File: src/pkg/tip_consts.vh
`ifndef TIP_CONSTS_VH
`define TIP_CONSTS_VH
// register byte offsets on the wishbone bus
`define TIP_ADDR_CTRL      8'h00
`define TIP_ADDR_MODE      8'h04
`define TIP_ADDR_PERIOD    8'h08
`define TIP_ADDR_PERBUF    8'h0C
`define TIP_ADDR_CMP0      8'h10
`define TIP_ADDR_BUF0      8'h1C
`define TIP_ADDR_DEADTIME  8'h34
`define TIP_ADDR_IRQSTAT   8'h38
`define TIP_ADDR_IRQMASK   8'h3C
// control register fields
`define TIP_CTRL_CE        7
`define TIP_CTRL_CKS_LO    3
`define TIP_CTRL_DIV_LO    0
// mode register fields
`define TIP_MODE_OEF       4
`define TIP_MODE_ALV       3
// interrupt status bits
`define TIP_IRQ_UDF        0
`define TIP_IRQ_STOP       1
// reset values
`define TIP_CTRL_RST       8'h00
`define TIP_MODE_RST       8'h00
`define TIP_CMP_RST        10'h000
`define TIP_DT_RST         8'h00
`define TIP_IRQ_RST        2'h0
// clock select codes
`define TIP_CKS_MAX        3'h5
`endif

File: src/tip_clock_divider.v
`include "tip_consts.vh"
`default_nettype none
module tip_clock_divider (
	input  wire       clock,
	input  wire       rstn,
	input  wire       enable,
	input  wire [2:0] select,
	output reg        tick
);
	reg [4:0] divCnt_reg;

	function [4:0] divMask;
		input [2:0] sel;
		begin
			if (sel > `TIP_CKS_MAX) begin
				divMask = 5'h1F;
			end else begin
				divMask = (5'h01 << sel) - 5'h01;
			end
		end
	endfunction

	// one-cycle pulse every 2**select system clocks, every 32 clocks for select above 5
	always @(posedge clock) begin
		if (!rstn || !enable) begin
			divCnt_reg <= 5'h00;
			tick       <= 1'b0;
		end else begin
			tick <= ((divCnt_reg & divMask(select)) == divMask(select));
			if ((divCnt_reg & divMask(select)) == divMask(select)) begin
				divCnt_reg <= 5'h00;
			end else begin
				divCnt_reg <= divCnt_reg + 5'h01;
			end
		end
	end
endmodule // tip_clock_divider
`default_nettype wire

File: src/tip_dead_time.v
`default_nettype none
module tip_dead_time #(
	parameter DW = 8
) (
	input  wire          clock,
	input  wire          rstn,
	input  wire          enable,
	input  wire          rawPhase,
	input  wire [DW-1:0] reload,
	output wire          posActive,
	output wire          negActive
);
	reg          level_reg;
	reg          busy_reg;
	reg [DW-1:0] dtCnt_reg;

	// every change of the raw phase blanks both sides for reload+1 clocks
	always @(posedge clock) begin
		if (!rstn || !enable) begin
			level_reg <= 1'b0;
			busy_reg  <= 1'b1;
			dtCnt_reg <= {DW{1'b0}};
		end else if (rawPhase != level_reg) begin
			level_reg <= rawPhase;
			busy_reg  <= 1'b1;
			dtCnt_reg <= reload;
		end else if (busy_reg) begin
			if (dtCnt_reg == {DW{1'b0}}) begin
				busy_reg <= 1'b0;
			end else begin
				dtCnt_reg <= dtCnt_reg - {{(DW-1){1'b0}}, 1'b1};
			end
		end
	end

	// a raw pulse shorter than the dead time never reaches an output
	assign posActive = !busy_reg && level_reg;
	assign negActive = !busy_reg && !level_reg;
endmodule // tip_dead_time
`default_nettype wire

File: src/tip_inverter_pwm.v
`include "tip_consts.vh"
`default_nettype none
module tip_inverter_pwm #(
	parameter W  = 10,
	parameter DW = 8
) (
	input  wire        clock,
	input  wire        rstn,
	input  wire        wb_cyc_i,
	input  wire        wb_stb_i,
	input  wire        wb_we_i,
	input  wire [7:0]  wb_adr_i,
	input  wire [3:0]  wb_sel_i,
	input  wire [31:0] wb_dat_i,
	output reg  [31:0] wb_dat_o,
	output reg         wb_ack_o,
	input  wire        forcedStopInput,
	output reg  [5:0]  phaseOutputs,
	output reg  [5:0]  phaseOutputsOe,
	output reg         underflowInterrupt
);
	localparam [7:0] MODE_RESET = `TIP_MODE_RST;
	reg  [7:0]    inverterControl_reg;
	reg           outputActiveLevel_reg;
	reg           outputEnableFlag_reg;
	reg  [W-1:0]  periodCompare_reg;
	reg  [W-1:0]  periodBuffer_reg;
	reg  [W-1:0]  phaseCompare_reg [0:2];
	reg  [W-1:0]  compareBuffers_reg [0:5];
	reg  [DW-1:0] deadTimeReload_reg;
	reg  [1:0]    irqStatus_reg;
	reg  [1:0]    irqMask_reg;
	reg  [W-1:0]  updownCounter_reg;
	reg           countUp_reg;
	reg  [W-1:0]  activePeriod_reg;
	reg  [W-1:0]  cmpUp_reg [0:2];
	reg  [W-1:0]  cmpDown_reg [0:2];
	reg           underflow_reg;
	reg  [2:0]    irqDivCnt_reg;
	reg           irqEvent_reg;
	reg           stopSync1_reg;
	reg           stopSync2_reg;
	reg           stopPrev_reg;
	reg           cePrev_reg;
	wire          countEnable;
	wire [2:0]    countClockSelect;
	wire [2:0]    underflowIrqDivider;
	wire          countTick;
	wire          wbWrite;
	wire          wbRead;
	wire          stopEdge;
	wire [2:0]    rawPhase;
	wire [2:0]    posActive;
	wire [2:0]    negActive;
	wire [1:0]    irqSet;
	wire [1:0]    irqClear;
	wire [31:0]   ctrlMerged;
	integer       i;

	assign countEnable         = inverterControl_reg[`TIP_CTRL_CE];
	assign countClockSelect    = inverterControl_reg[`TIP_CTRL_CKS_LO+2:`TIP_CTRL_CKS_LO];
	assign underflowIrqDivider = inverterControl_reg[`TIP_CTRL_DIV_LO+2:`TIP_CTRL_DIV_LO];
	assign wbWrite = wb_cyc_i && wb_stb_i && wb_we_i && !wb_ack_o;
	assign wbRead  = wb_cyc_i && wb_stb_i && !wb_we_i && !wb_ack_o;

	// byte-lane merge of a write into a 32-bit view of a register
	function [31:0] laneMerge;
		input [31:0] oldVal;
		input [31:0] newVal;
		input [3:0]  sel;
		integer      b;
		begin
			laneMerge = oldVal;
			for (b = 0; b < 4; b = b + 1) begin
				if (sel[b]) begin
					laneMerge[8*b +: 8] = newVal[8*b +: 8];
				end
			end
		end
	endfunction

	// zero-extends a compare value to a bus word
	function [31:0] widen;
		input [W-1:0] v;
		begin
			widen = {{(32-W){1'b0}}, v};
		end
	endfunction

	// byte-lane merge of a write into a W-bit compare register
	function [W-1:0] mergeCompare;
		input [W-1:0] oldVal;
		input [31:0]  newVal;
		input [3:0]   sel;
		reg   [31:0]  merged;
		begin
			merged       = laneMerge(widen(oldVal), newVal, sel);
			mergeCompare = merged[W-1:0];
		end
	endfunction

	assign ctrlMerged = laneMerge({24'h000000, inverterControl_reg}, wb_dat_i, wb_sel_i);

	// wishbone slave: one wait state, ack for one cycle
	always @(posedge clock) begin
		if (!rstn) begin
			wb_ack_o <= 1'b0;
		end else begin
			wb_ack_o <= wb_cyc_i && wb_stb_i && !wb_ack_o;
		end
	end

	// register writes
	always @(posedge clock) begin
		if (!rstn) begin
			inverterControl_reg   <= `TIP_CTRL_RST;
			outputActiveLevel_reg <= MODE_RESET[`TIP_MODE_ALV];
			periodCompare_reg     <= `TIP_CMP_RST;
			periodBuffer_reg      <= `TIP_CMP_RST;
			deadTimeReload_reg    <= `TIP_DT_RST;
			irqMask_reg           <= `TIP_IRQ_RST;
			for (i = 0; i < 3; i = i + 1) begin
				phaseCompare_reg[i] <= `TIP_CMP_RST;
			end
			for (i = 0; i < 6; i = i + 1) begin
				compareBuffers_reg[i] <= `TIP_CMP_RST;
			end
		end else if (wbWrite) begin
			case (wb_adr_i)
			`TIP_ADDR_CTRL: begin
				inverterControl_reg <= ctrlMerged[7:0] & 8'hBF;
			end
			`TIP_ADDR_MODE: begin
				if (wb_sel_i[0]) begin
					outputActiveLevel_reg <= wb_dat_i[`TIP_MODE_ALV];
				end
			end
			`TIP_ADDR_PERIOD: begin
				periodCompare_reg <= mergeCompare(periodCompare_reg, wb_dat_i, wb_sel_i);
			end
			`TIP_ADDR_PERBUF: begin
				periodBuffer_reg <= mergeCompare(periodBuffer_reg, wb_dat_i, wb_sel_i);
			end
			`TIP_ADDR_DEADTIME: begin
				if (wb_sel_i[0]) begin
					deadTimeReload_reg <= wb_dat_i[DW-1:0];
				end
			end
			`TIP_ADDR_IRQMASK: begin
				if (wb_sel_i[0]) begin
					irqMask_reg <= wb_dat_i[1:0];
				end
			end
			default: begin
				for (i = 0; i < 3; i = i + 1) begin
					if (wb_adr_i == `TIP_ADDR_CMP0 + 8'h04 * i[7:0]) begin
						phaseCompare_reg[i] <= mergeCompare(phaseCompare_reg[i],
							wb_dat_i, wb_sel_i);
					end
				end
				for (i = 0; i < 6; i = i + 1) begin
					if (wb_adr_i == `TIP_ADDR_BUF0 + 8'h04 * i[7:0]) begin
						compareBuffers_reg[i] <= mergeCompare(compareBuffers_reg[i],
							wb_dat_i, wb_sel_i);
					end
				end
			end
			endcase
		end
	end

	// register reads, unmapped offsets read zero
	always @(posedge clock) begin
		if (!rstn) begin
			wb_dat_o <= 32'h00000000;
		end else if (wbRead) begin
			case (wb_adr_i)
			`TIP_ADDR_CTRL:     wb_dat_o <= {24'h000000, inverterControl_reg};
			`TIP_ADDR_MODE:     wb_dat_o <= {27'h0, outputEnableFlag_reg,
				outputActiveLevel_reg, 3'h0};
			`TIP_ADDR_PERIOD:   wb_dat_o <= widen(periodCompare_reg);
			`TIP_ADDR_PERBUF:   wb_dat_o <= widen(periodBuffer_reg);
			`TIP_ADDR_CMP0:     wb_dat_o <= widen(phaseCompare_reg[0]);
			8'h14:              wb_dat_o <= widen(phaseCompare_reg[1]);
			8'h18:              wb_dat_o <= widen(phaseCompare_reg[2]);
			`TIP_ADDR_BUF0:     wb_dat_o <= widen(compareBuffers_reg[0]);
			8'h20:              wb_dat_o <= widen(compareBuffers_reg[1]);
			8'h24:              wb_dat_o <= widen(compareBuffers_reg[2]);
			8'h28:              wb_dat_o <= widen(compareBuffers_reg[3]);
			8'h2C:              wb_dat_o <= widen(compareBuffers_reg[4]);
			8'h30:              wb_dat_o <= widen(compareBuffers_reg[5]);
			`TIP_ADDR_DEADTIME: wb_dat_o <= {{(32-DW){1'b0}}, deadTimeReload_reg};
			`TIP_ADDR_IRQSTAT:  wb_dat_o <= {30'h0, irqStatus_reg};
			`TIP_ADDR_IRQMASK:  wb_dat_o <= {30'h0, irqMask_reg};
			default:            wb_dat_o <= 32'h00000000;
			endcase
		end
	end

	// count clock prescaler, held cleared while counting is off
	tip_clock_divider u_clock_divider (
		.clock  (clock),
		.rstn   (rstn),
		.enable (countEnable),
		.select (countClockSelect),
		.tick   (countTick)
	);

	// triangular up/down counter with buffer transfer at underflow
	always @(posedge clock) begin
		if (!rstn || !countEnable) begin
			updownCounter_reg <= {W{1'b0}};
			countUp_reg       <= 1'b1;
			underflow_reg     <= 1'b0;
			activePeriod_reg  <= periodCompare_reg;
			for (i = 0; i < 3; i = i + 1) begin
				cmpUp_reg[i]   <= phaseCompare_reg[i];
				cmpDown_reg[i] <= phaseCompare_reg[i];
			end
		end else if (countTick) begin
			underflow_reg <= 1'b0;
			if (countUp_reg) begin
				if (updownCounter_reg >= activePeriod_reg) begin
					if (activePeriod_reg == {W{1'b0}}) begin
						underflow_reg    <= 1'b1;
						activePeriod_reg <= periodBuffer_reg;
					end else begin
						countUp_reg       <= 1'b0;
						updownCounter_reg <= updownCounter_reg - {{(W-1){1'b0}}, 1'b1};
					end
				end else begin
					updownCounter_reg <= updownCounter_reg + {{(W-1){1'b0}}, 1'b1};
				end
			end else begin
				updownCounter_reg <= updownCounter_reg - {{(W-1){1'b0}}, 1'b1};
				if (updownCounter_reg == {{(W-1){1'b0}}, 1'b1}) begin
					countUp_reg      <= 1'b1;
					underflow_reg    <= 1'b1;
					activePeriod_reg <= periodBuffer_reg;
					for (i = 0; i < 3; i = i + 1) begin
						cmpUp_reg[i]   <= compareBuffers_reg[i];
						cmpDown_reg[i] <= compareBuffers_reg[i+3];
					end
				end
			end
		end else begin
			underflow_reg <= 1'b0;
		end
	end

	// raw phase: positive side on for period minus compare ticks in each half
	genvar g;
	generate
		for (g = 0; g < 3; g = g + 1) begin : g_phase
			assign rawPhase[g] = countUp_reg ?
				((updownCounter_reg > cmpUp_reg[g]) || (cmpUp_reg[g] == {W{1'b0}})) :
				(updownCounter_reg >= cmpDown_reg[g]);
			tip_dead_time #(
				.DW (DW)
			) u_dead_time (
				.clock     (clock),
				.rstn      (rstn),
				.enable    (countEnable),
				.rawPhase  (rawPhase[g]),
				.reload    (deadTimeReload_reg),
				.posActive (posActive[g]),
				.negActive (negActive[g])
			);
		end
	endgenerate

	// underflow interrupt divider
	always @(posedge clock) begin
		if (!rstn || !countEnable) begin
			irqDivCnt_reg <= 3'h0;
			irqEvent_reg  <= 1'b0;
		end else if (underflow_reg) begin
			if (irqDivCnt_reg >= underflowIrqDivider) begin
				irqDivCnt_reg <= 3'h0;
				irqEvent_reg  <= 1'b1;
			end else begin
				irqDivCnt_reg <= irqDivCnt_reg + 3'h1;
				irqEvent_reg  <= 1'b0;
			end
		end else begin
			irqEvent_reg <= 1'b0;
		end
	end

	// forced stop pin synchroniser and edge detect
	always @(posedge clock) begin
		if (!rstn) begin
			stopSync1_reg <= 1'b0;
			stopSync2_reg <= 1'b0;
			stopPrev_reg  <= 1'b0;
			cePrev_reg    <= 1'b0;
		end else begin
			stopSync1_reg <= forcedStopInput;
			stopSync2_reg <= stopSync1_reg;
			stopPrev_reg  <= stopSync2_reg;
			cePrev_reg    <= countEnable;
		end
	end
	assign stopEdge = stopSync2_reg && !stopPrev_reg;

	// output enable flag: set at start, cleared by stop or forced stop
	always @(posedge clock) begin
		if (!rstn || !countEnable) begin
			outputEnableFlag_reg <= 1'b0;
		end else if (stopEdge) begin
			outputEnableFlag_reg <= 1'b0;
		end else if (!cePrev_reg) begin
			outputEnableFlag_reg <= 1'b1;
		end
	end

	// pin drivers with selectable active level
	always @(posedge clock) begin
		if (!rstn) begin
			phaseOutputs   <= 6'h00;
			phaseOutputsOe <= 6'h00;
		end else begin
			for (i = 0; i < 3; i = i + 1) begin
				phaseOutputs[2*i]   <= posActive[i] ~^ outputActiveLevel_reg;
				phaseOutputs[2*i+1] <= negActive[i] ~^ outputActiveLevel_reg;
			end
			phaseOutputsOe <= {6{outputEnableFlag_reg && countEnable}};
		end
	end

	// sticky interrupt status, write one to clear, set wins
	assign irqSet   = {stopEdge && countEnable, irqEvent_reg};
	assign irqClear = (wbWrite && wb_adr_i == `TIP_ADDR_IRQSTAT && wb_sel_i[0]) ?
		wb_dat_i[1:0] : 2'h0;
	always @(posedge clock) begin
		if (!rstn) begin
			irqStatus_reg      <= `TIP_IRQ_RST;
			underflowInterrupt <= 1'b0;
		end else begin
			irqStatus_reg      <= (irqStatus_reg & ~irqClear) | irqSet;
			underflowInterrupt <= |(irqStatus_reg & irqMask_reg);
		end
	end
endmodule // tip_inverter_pwm
`default_nettype wire

File: config.mk
export PLATFORM = sky130hd
export DESIGN_NAME = tip_inverter_pwm
export DESIGN_NICKNAME = d
export VERILOG_FILES = /design/src/tip_clock_divider.v /design/src/tip_dead_time.v /design/src/tip_inverter_pwm.v
export VERILOG_INCLUDE_DIRS = /design/src /design/src/pkg
export SDC_FILE = /design/constraint.sdc
export NUM_CORES = 1
export LEC_CHECK = 0
export ABC_AREA = 1
export BUFFER_PORTS_ARGS = -buffer_cell sky130_fd_sc_hd__buf_4
export CORE_ASPECT_RATIO = 1.1
export CORE_UTILIZATION = 35
export DETAILED_ROUTE_END_ITERATION = 7
export GPL_TIMING_DRIVEN = 0
export PLACE_DENSITY = 0.64
export RECOVER_POWER = 50
export SLEW_MARGIN = 20
export SYNTH_ARGS = -nofsm -noshare
export SYNTH_HDL_FRONTEND = slang
export SYNTH_SLANG_ARGS = --single-unit
File: constraint.sdc
create_clock -name clock -period 2.7 [get_ports clock]
set_input_delay 0 -clock clock [delete_from_list [all_inputs] [get_ports clock]]
set_output_delay 0 -clock clock [all_outputs]
set_load 0.01 [all_outputs]
# ---- Word-level counts from Yosys, hierarchy flattened
# Memories as Yosys holds them, arrays and structs flattened.
# Cells that the tools add are included.
dict set report word_totals {
  output_inout_bits 46
  in_bits 50
  wordCells 375
  memories 4
  mem_bits_rw 150
  ff_bits 148
}
# name words word_bits read_ports rd_ports_with_merged_regs write_ports line_no
set memory_table {}
lappend memory_table {compareBuffers_reg 6 10 6 0 6 tip_inverter_pwm.v:29} ;# reg [W-1:0] compareBuffers_reg [0:5];
lappend memory_table {cmpDown_reg 3 10 3 0 3 tip_inverter_pwm.v:37} ;# reg [W-1:0] cmpDown_reg [0:2];
lappend memory_table {cmpUp_reg 3 10 3 0 3 tip_inverter_pwm.v:36} ;# reg [W-1:0] cmpUp_reg [0:2];
lappend memory_table {phaseCompare_reg 3 10 3 0 3 tip_inverter_pwm.v:28} ;# reg [W-1:0] phaseCompare_reg [0:2];
dict set report classes {
  eq_ne 26
  n_addsub 8
  magnitude_cmp 9
  shift 1
  reduce_logical 67
  n_bitwise 28
  muxes 196
}
# cell n
set op_table {}
lappend op_table {{2-to-1 mux 8 bit} 54}
lappend op_table {{2-to-1 mux 10 bit} 24}
lappend op_table {{case mux 10 bit (16 select lines)} 1}
lappend op_table {{2-to-1 mux 2 bit} 46}
lappend op_table {{2-to-1 mux 1 bit} 68}
lappend op_table {{== test 8 x 6 -> 1 bit, second input constant} 8}
lappend op_table {{>= comparator 10 bit} 4}
lappend op_table {{logical NOT 10 bit} 4}
lappend op_table {{== test 8 x 5 -> 1 bit, second input constant} 4}
lappend op_table {{logical NOT 8 bit} 4}
lappend op_table {{greater-than comparator 10 bit} 3}
lappend op_table {{AND reduction 3 bit} 8}
lappend op_table {{subtractor 8 x 1 -> 8 bit, second input constant} 3}
lappend op_table {{logical AND 1 bit} 17}
lappend op_table {{== test 8 x 4 -> 1 bit, second input constant} 2}
lappend op_table {{OR reduction 2 bit} 8}
lappend op_table {{OR 1 bit} 15}
lappend op_table {{logical NOT 1 bit} 11}
lappend op_table {{adder 10 x 1 -> 10 bit, second input constant} 1}
lappend op_table {{== test 10 x 1 -> 1 bit, second input constant} 1}
lappend op_table {{2-to-1 mux 5 bit} 2}
lappend op_table {{subtractor 10 x 1 -> 10 bit, second input constant} 1}
lappend op_table {{== test 8 x 3 -> 1 bit, second input constant} 1}
lappend op_table {{AND reduction 2 bit} 4}
lappend op_table {{other kinds (23)} 41}

# ---- Longest topological paths before layout
dict set report logic_depth {
  depth_word 9
  ltp_mapped 17
  ltp_nobuf 16
}

# ---- Cells and area by module
# From an unflattened synthesis, not the netlist that was laid out.
dict set report unflattened {
  hier_cells 1940
  area_unflattened_um2 15265.9
}
# module seq_area_each_um2 cells_each area_each_um2 instances
set modules_own_cells {}
lappend modules_own_cells {tip_inverter_pwm 6406.1 1503 12675.9 1}
lappend modules_own_cells {tip_dead_time 200.2 127 744.5 3}
lappend modules_own_cells {tip_clock_divider 120.1 56 356.6 1}

# ---- Worst setup path before layout
# No wires, ideal clock.
dict set report synth_timing {
  path_kind {reg2reg}
  from {reg updownCounter_reg[1]}
  to {mem cmpDown_reg[0][0], enable pin}
  slack_ps -208
  required_time_ps 2286
  arrival_ps 2494
  period_less_slack_ps 2908
  path_stages_with_launch 10
  n_path_buf 1
  setup_ps 414
  path_cell_list {dfxtp_1 inv_1 ha_1 nand2_1 nor3_1 nand4_1 inv_1 buf_2 a21oi_1 inv_1}
}
# item line_no
set synth_rtl {}
lappend synth_rtl {{from (decl)} tip_inverter_pwm.v:33} ;# reg [W-1:0] updownCounter_reg;
lappend synth_rtl {{from (signal assigned)} tip_inverter_pwm.v:212} ;# updownCounter_reg <= {W{1'b0}};
lappend synth_rtl {{from (signal assigned)} tip_inverter_pwm.v:229} ;# updownCounter_reg <= updownCounter_reg - {{(W-1){1'b0}}, 1'b1};
lappend synth_rtl {{from (signal assigned)} tip_inverter_pwm.v:232} ;# updownCounter_reg <= updownCounter_reg + {{(W-1){1'b0}}, 1'b1};
lappend synth_rtl {{to (decl)} tip_inverter_pwm.v:37}

==> results by stage <==
STA:
- The number of hold-slack violations in the final timing report is 0.
- Based on the critical path, the design can be clocked at up to ~390 MHz.
- The final-report max-slew violation count was 0.
- The number of setup violations in the final report is 0.
- Dividing the final minimum period by the clock period gives 94.95%.
- Measured against its own limit, the worst slew margin works out to a little over a third.
- Setup repair after global routing left no endpoint under its margin.
- Subtracting the final worst setup slack from the clock period gives around 2.6 ns.
- On the final layout, the worst clock skew is around 0.019 ns.
- The measured slew at the worst slew-check pin is ~0.96 ns.
- Hold timing on the final database bottoms out at a slack of 0.02582 ns.

Place:
- During placement, the flow inserted port buffers numbering 49.
- At the end of routability-driven placement, the weighted congestion stood at around 0.95.
- Detailed placement ended at an HPWL of 34,210 um.
- The standard cell area after detailed placement is approximately 16,000 um2.
- The cell count after placement is about 2.4k.

Synth:
- A synthesized cell averages a little over 8 um2.
- The synthesized design contains ~280 register bits.
- The number of enable-type register cells in the synthesized netlist is 160.
- In the synthesized netlist the dominant register cell turns out to be sky130_fd_sc_hd__edfxtp_1.
- The Yosys step of the flow raised 0 warnings.
- For this run, asynchronously set or reset flops after synthesis account for 0%.
- The post-synthesis cell count is about 1.8k.
- The largest total area in the synthesized netlist belongs to sky130_fd_sc_hd__edfxtp_1.
- The count of unique library cells instantiated by Yosys is 42.
- By area the synthesized netlist is led by sky130_fd_sc_hd__edfxtp_1 32%, sky130_fd_sc_hd__dfxtp_1 16%, sky130_fd_sc_hd__nand2_1 11%, sky130_fd_sc_hd__ha_1 7.1%, sky130_fd_sc_hd__inv_1 5.6%.
- The post-synthesis sequential area ratio is between 40% and 50%.
- The cell area after synthesis is about 15,000 um2.
- The synthesized design devotes to its leading area cell type approximately 32% of total area.

CTS:
- The number of buffers inserted during clock tree synthesis is 29.
- Clock tree synthesis selected as its root buffer the cell sky130_fd_sc_hd__clkbuf_16.
- TritonCTS built the clock tree.
- The maximum number of buffers from clock root to sink is 3.
- The clock transition time at the flip-flop clock pins of the worst setup and hold paths is ~0.060 ns.
- In this run the number of H-tree levels came out at 1.
- The clock latency of the later-clocked register in the worst-skew pair is ~0.57 ns.
- For this design, the sink count on the clock tree is around 280.

Setup path:
- The path length in cells of the critical path is 9.
- The kind of cell adding the most delay to the critical path is buffers and inverters.
- The standard cell with the maximum stage delay on the critical path is sky130_fd_sc_hd__dfxtp_2.
- The critical path goes through inv_1 -> ha_1 -> nand2_1 -> nor3_1 -> nand4_1 -> inv_1 -> nand2_1 -> clkbuf_1 -> o21ai_0.
- The required time of the critical path is ~2.9 ns.
- The data arrival time of the critical path is between 2 and 3 ns.
- The highest net fanout along the worst path is 12.
- The number of buffer and inverter instances along the worst setup path is 3.
- On the worst path, the slowest cell contributes a delay of between 0.5 and 0.6 ns.
- The worst setup path is of the reg2reg kind.
- The cell depth of the worst flop-to-flop path is 9.
- The critical path startpoint category is a flip-flop.
- The category of the worst setup path capture point is a flip-flop.

Floorplan:
- The number of top-level pins is 96.
- The die is 217.9 um tall.
- The floorplan step defined a die boundary enclosing 43,190 um2.
- In this run the core area contains 78 standard-cell rows.
- The die is ~200 um wide.
- For this configuration, the core starts out at a cell density of approximately 36%.
- The total area inside the core boundary comes to 41,480 um2.

Global routing:
- The maximum number of pins on one net before global-route repair is 32.
- The residual overflow from global routing is 0.
- The initial antenna violation count is 0.
- The overall track demand over capacity in global routing is 21.07%.
- The wire length of the first global-routing pass is slightly below 70,000 um.
- The global routing usage on met1 is 26.88%.
- The routing layer with the top usage in global route is met2.
- The global-route track usage on met3 is 2.072%.
- The global routing met2 resource utilization is between 30 and 40%.
- The via count of the first global-routing pass is about 12k.

Worst hold path:
- The class of the most critical hold timing path is in2reg.
- Along the worst hold path, the cell count comes to 5.

Route:
- After detailed routing, the average wire length per cell comes to 17.86 um.
- The routed layout has 12.71k vias.
- The total DRC errors in the routed layout is 0.
- The first routing iteration left ~1.2k violations.
- Summed over all layers, the routed wires come to 44,970 um.
- The ratio of routed vias to standard cells is ~5.0.
- The antenna violation net count after detailed routing is 0.
- The number of iterations in the first detailed-routing pass is 6.

Layout:
- 0 antenna diodes ended up in the layout.
- The register with the most flip-flops in the layout has 60 of them.
- The area growth from synthesis to layout is 15.92%.
- Measured on the finished design, the core utilization comes to about two fifths.
- The ratio of cells with drive above 1 in the final layout is between 9 and 10%.
- The total number of nets in the final design is about 2.1k.
- Leaving out filler cells and counting taps, the final layout contains about 2.5k.
- The cell area after layout is between 15,000 and 20,000 um2.

Job:
- The tool flagged a number of max-cap violations equal to 0.

Power:
- The power density of the placed cells is about 530 nW/um2.
- The leakage power summed over all cells is about 0.0075 uW.
- VDD sags by at most approximately 0.00043 V.

Outcome:
- The flow ran to the end, and the final reports show no timing, DRC or antenna violations.
[per-layer routing]
| layer | routed length (um) | vias up |
|---|---|---|
| li1 | - | 6186 |
| met1 | 18710 | 5974 |
| met2 | 21530 | 463 |
| met3 | 2926 | 88 |
| met4 | 1801 | 0 |
| met5 | 0 | - |
[worst paths after layout]
path | from | to | slack (ns)
hold reg to reg | stopSync1_reg | stopSync2_reg | 0.41
setup / recovery | updownCounter_reg[1] | cmpDown_reg[0][9] | 0.14
setup reg to reg | updownCounter_reg[1] | cmpDown_reg[0][9] | 0.14
hold / removal | wb_we_i | wb_dat_o[0] | 0.03
[synth_stat cells (8+ instances only)]
| cell type | number |
|---|---|
| sky130_fd_sc_hd__a21oi_1 | 105 |
| sky130_fd_sc_hd__buf_2 | 23 |
| sky130_fd_sc_hd__buf_4 | 30 |
| sky130_fd_sc_hd__clkbuf_1 | 34 |
| sky130_fd_sc_hd__dfxtp_1 | 116 |
| sky130_fd_sc_hd__edfxtp_1 | 160 |
| sky130_fd_sc_hd__ha_1 | 84 |
| sky130_fd_sc_hd__inv_1 | 222 |
| sky130_fd_sc_hd__inv_2 | 8 |
| sky130_fd_sc_hd__nand2_1 | 416 |
| sky130_fd_sc_hd__nand3_1 | 116 |
| sky130_fd_sc_hd__nand4_1 | 47 |
| sky130_fd_sc_hd__nor2_1 | 180 |
| sky130_fd_sc_hd__nor2_2 | 10 |
| sky130_fd_sc_hd__nor2_4 | 8 |
| sky130_fd_sc_hd__nor3_1 | 10 |
| sky130_fd_sc_hd__o21ai_0 | 148 |
| sky130_fd_sc_hd__o22ai_1 | 12 |
| sky130_fd_sc_hd__xnor2_1 | 12 |
| sky130_fd_sc_hd__xor2_1 | 24 |
[timing repair]
| item | CTS | global route |
|---|---|---|
| setup endpoints to repair | 106 | 123 |
| hold buffers | 23 | 0 |
| hold endpoints to repair | 42 | 0 |
| cloned | 1 | 0 |
| resized for setup | 10 | 17 |
| setup buffers | 3 | 1 |
[cell type report]
type	instances	area [um2]
Fill cell	4095	24290
Sequential cell	276	7142
Multi-Input combinational cell	1228	6425
Inverter	232	878.3
Clock buffer	34	808.3
Tap cell	560	700.7
Timing Repair Buffer	77	581.8
Buffer	91	470.5
Clock inverter	19	172.7
Timing Repair inverter	1	7.507
[placed cells by master, fill, tap and decap left out, types with 12 or more instances in the layout]
cell and n:
sky130_fd_sc_hd__nand3_1 115, sky130_fd_sc_hd__nand4_1 47, sky130_fd_sc_hd__xor2_1 24, sky130_fd_sc_hd__clkbuf_16 32, sky130_fd_sc_hd__conb_1 22, sky130_fd_sc_hd__nand2_1 416, sky130_fd_sc_hd__clkbuf_1 65, sky130_fd_sc_hd__edfxtp_1 160
sky130_fd_sc_hd__nor2_1 185, sky130_fd_sc_hd__o22ai_1 12, sky130_fd_sc_hd__o21ai_0 140, sky130_fd_sc_hd__a21oi_1 104, sky130_fd_sc_hd__inv_1 223, sky130_fd_sc_hd__dlygate4sd3_1 23, sky130_fd_sc_hd__xnor2_1 12, sky130_fd_sc_hd__ha_1 84
sky130_fd_sc_hd__dfxtp_1 106, sky130_fd_sc_hd__buf_4 54, sky130_fd_sc_hd__buf_2 15
[through the flow]
stage	setup TNS [ns]	setup slack (ns)	power [uW]
floorplan	0	0.02566	4877
global placement	-68.58	-0.9187	5046
detailed placement	-36.27	-0.6101	5054
CTS	0	0.003981	9138
global route	0	0.01584	9358
finish	0	0.1363	9132
[worst min-delay path, delay by kind of cell]
family	cells	cell delay (ns)
AOI/OAI and AO/OA	1	0.12
and+or+nand+nor	2	0.14
buffers and inverters	2	0.29
[report_power, final]
| group | internal, uW | switching, uW |
|---|---|---|
| clock | 2420 | 1730 |
| combinational | 128 | 280 |
| sequential | 4530 | 46.5 |
[cell families after synthesis]
family,synth area share (%)
AND/OR/NAND/NOR,23.49
buffers and inverters,9.190
AO/OA/AOI/OAI,10.02
flip-flops,48.07
adder cells (fa/ha/maj),7.089
XOR/XNOR,2.127
other,0.02529
Note: power is estimated with default switching activity, not from simulation.
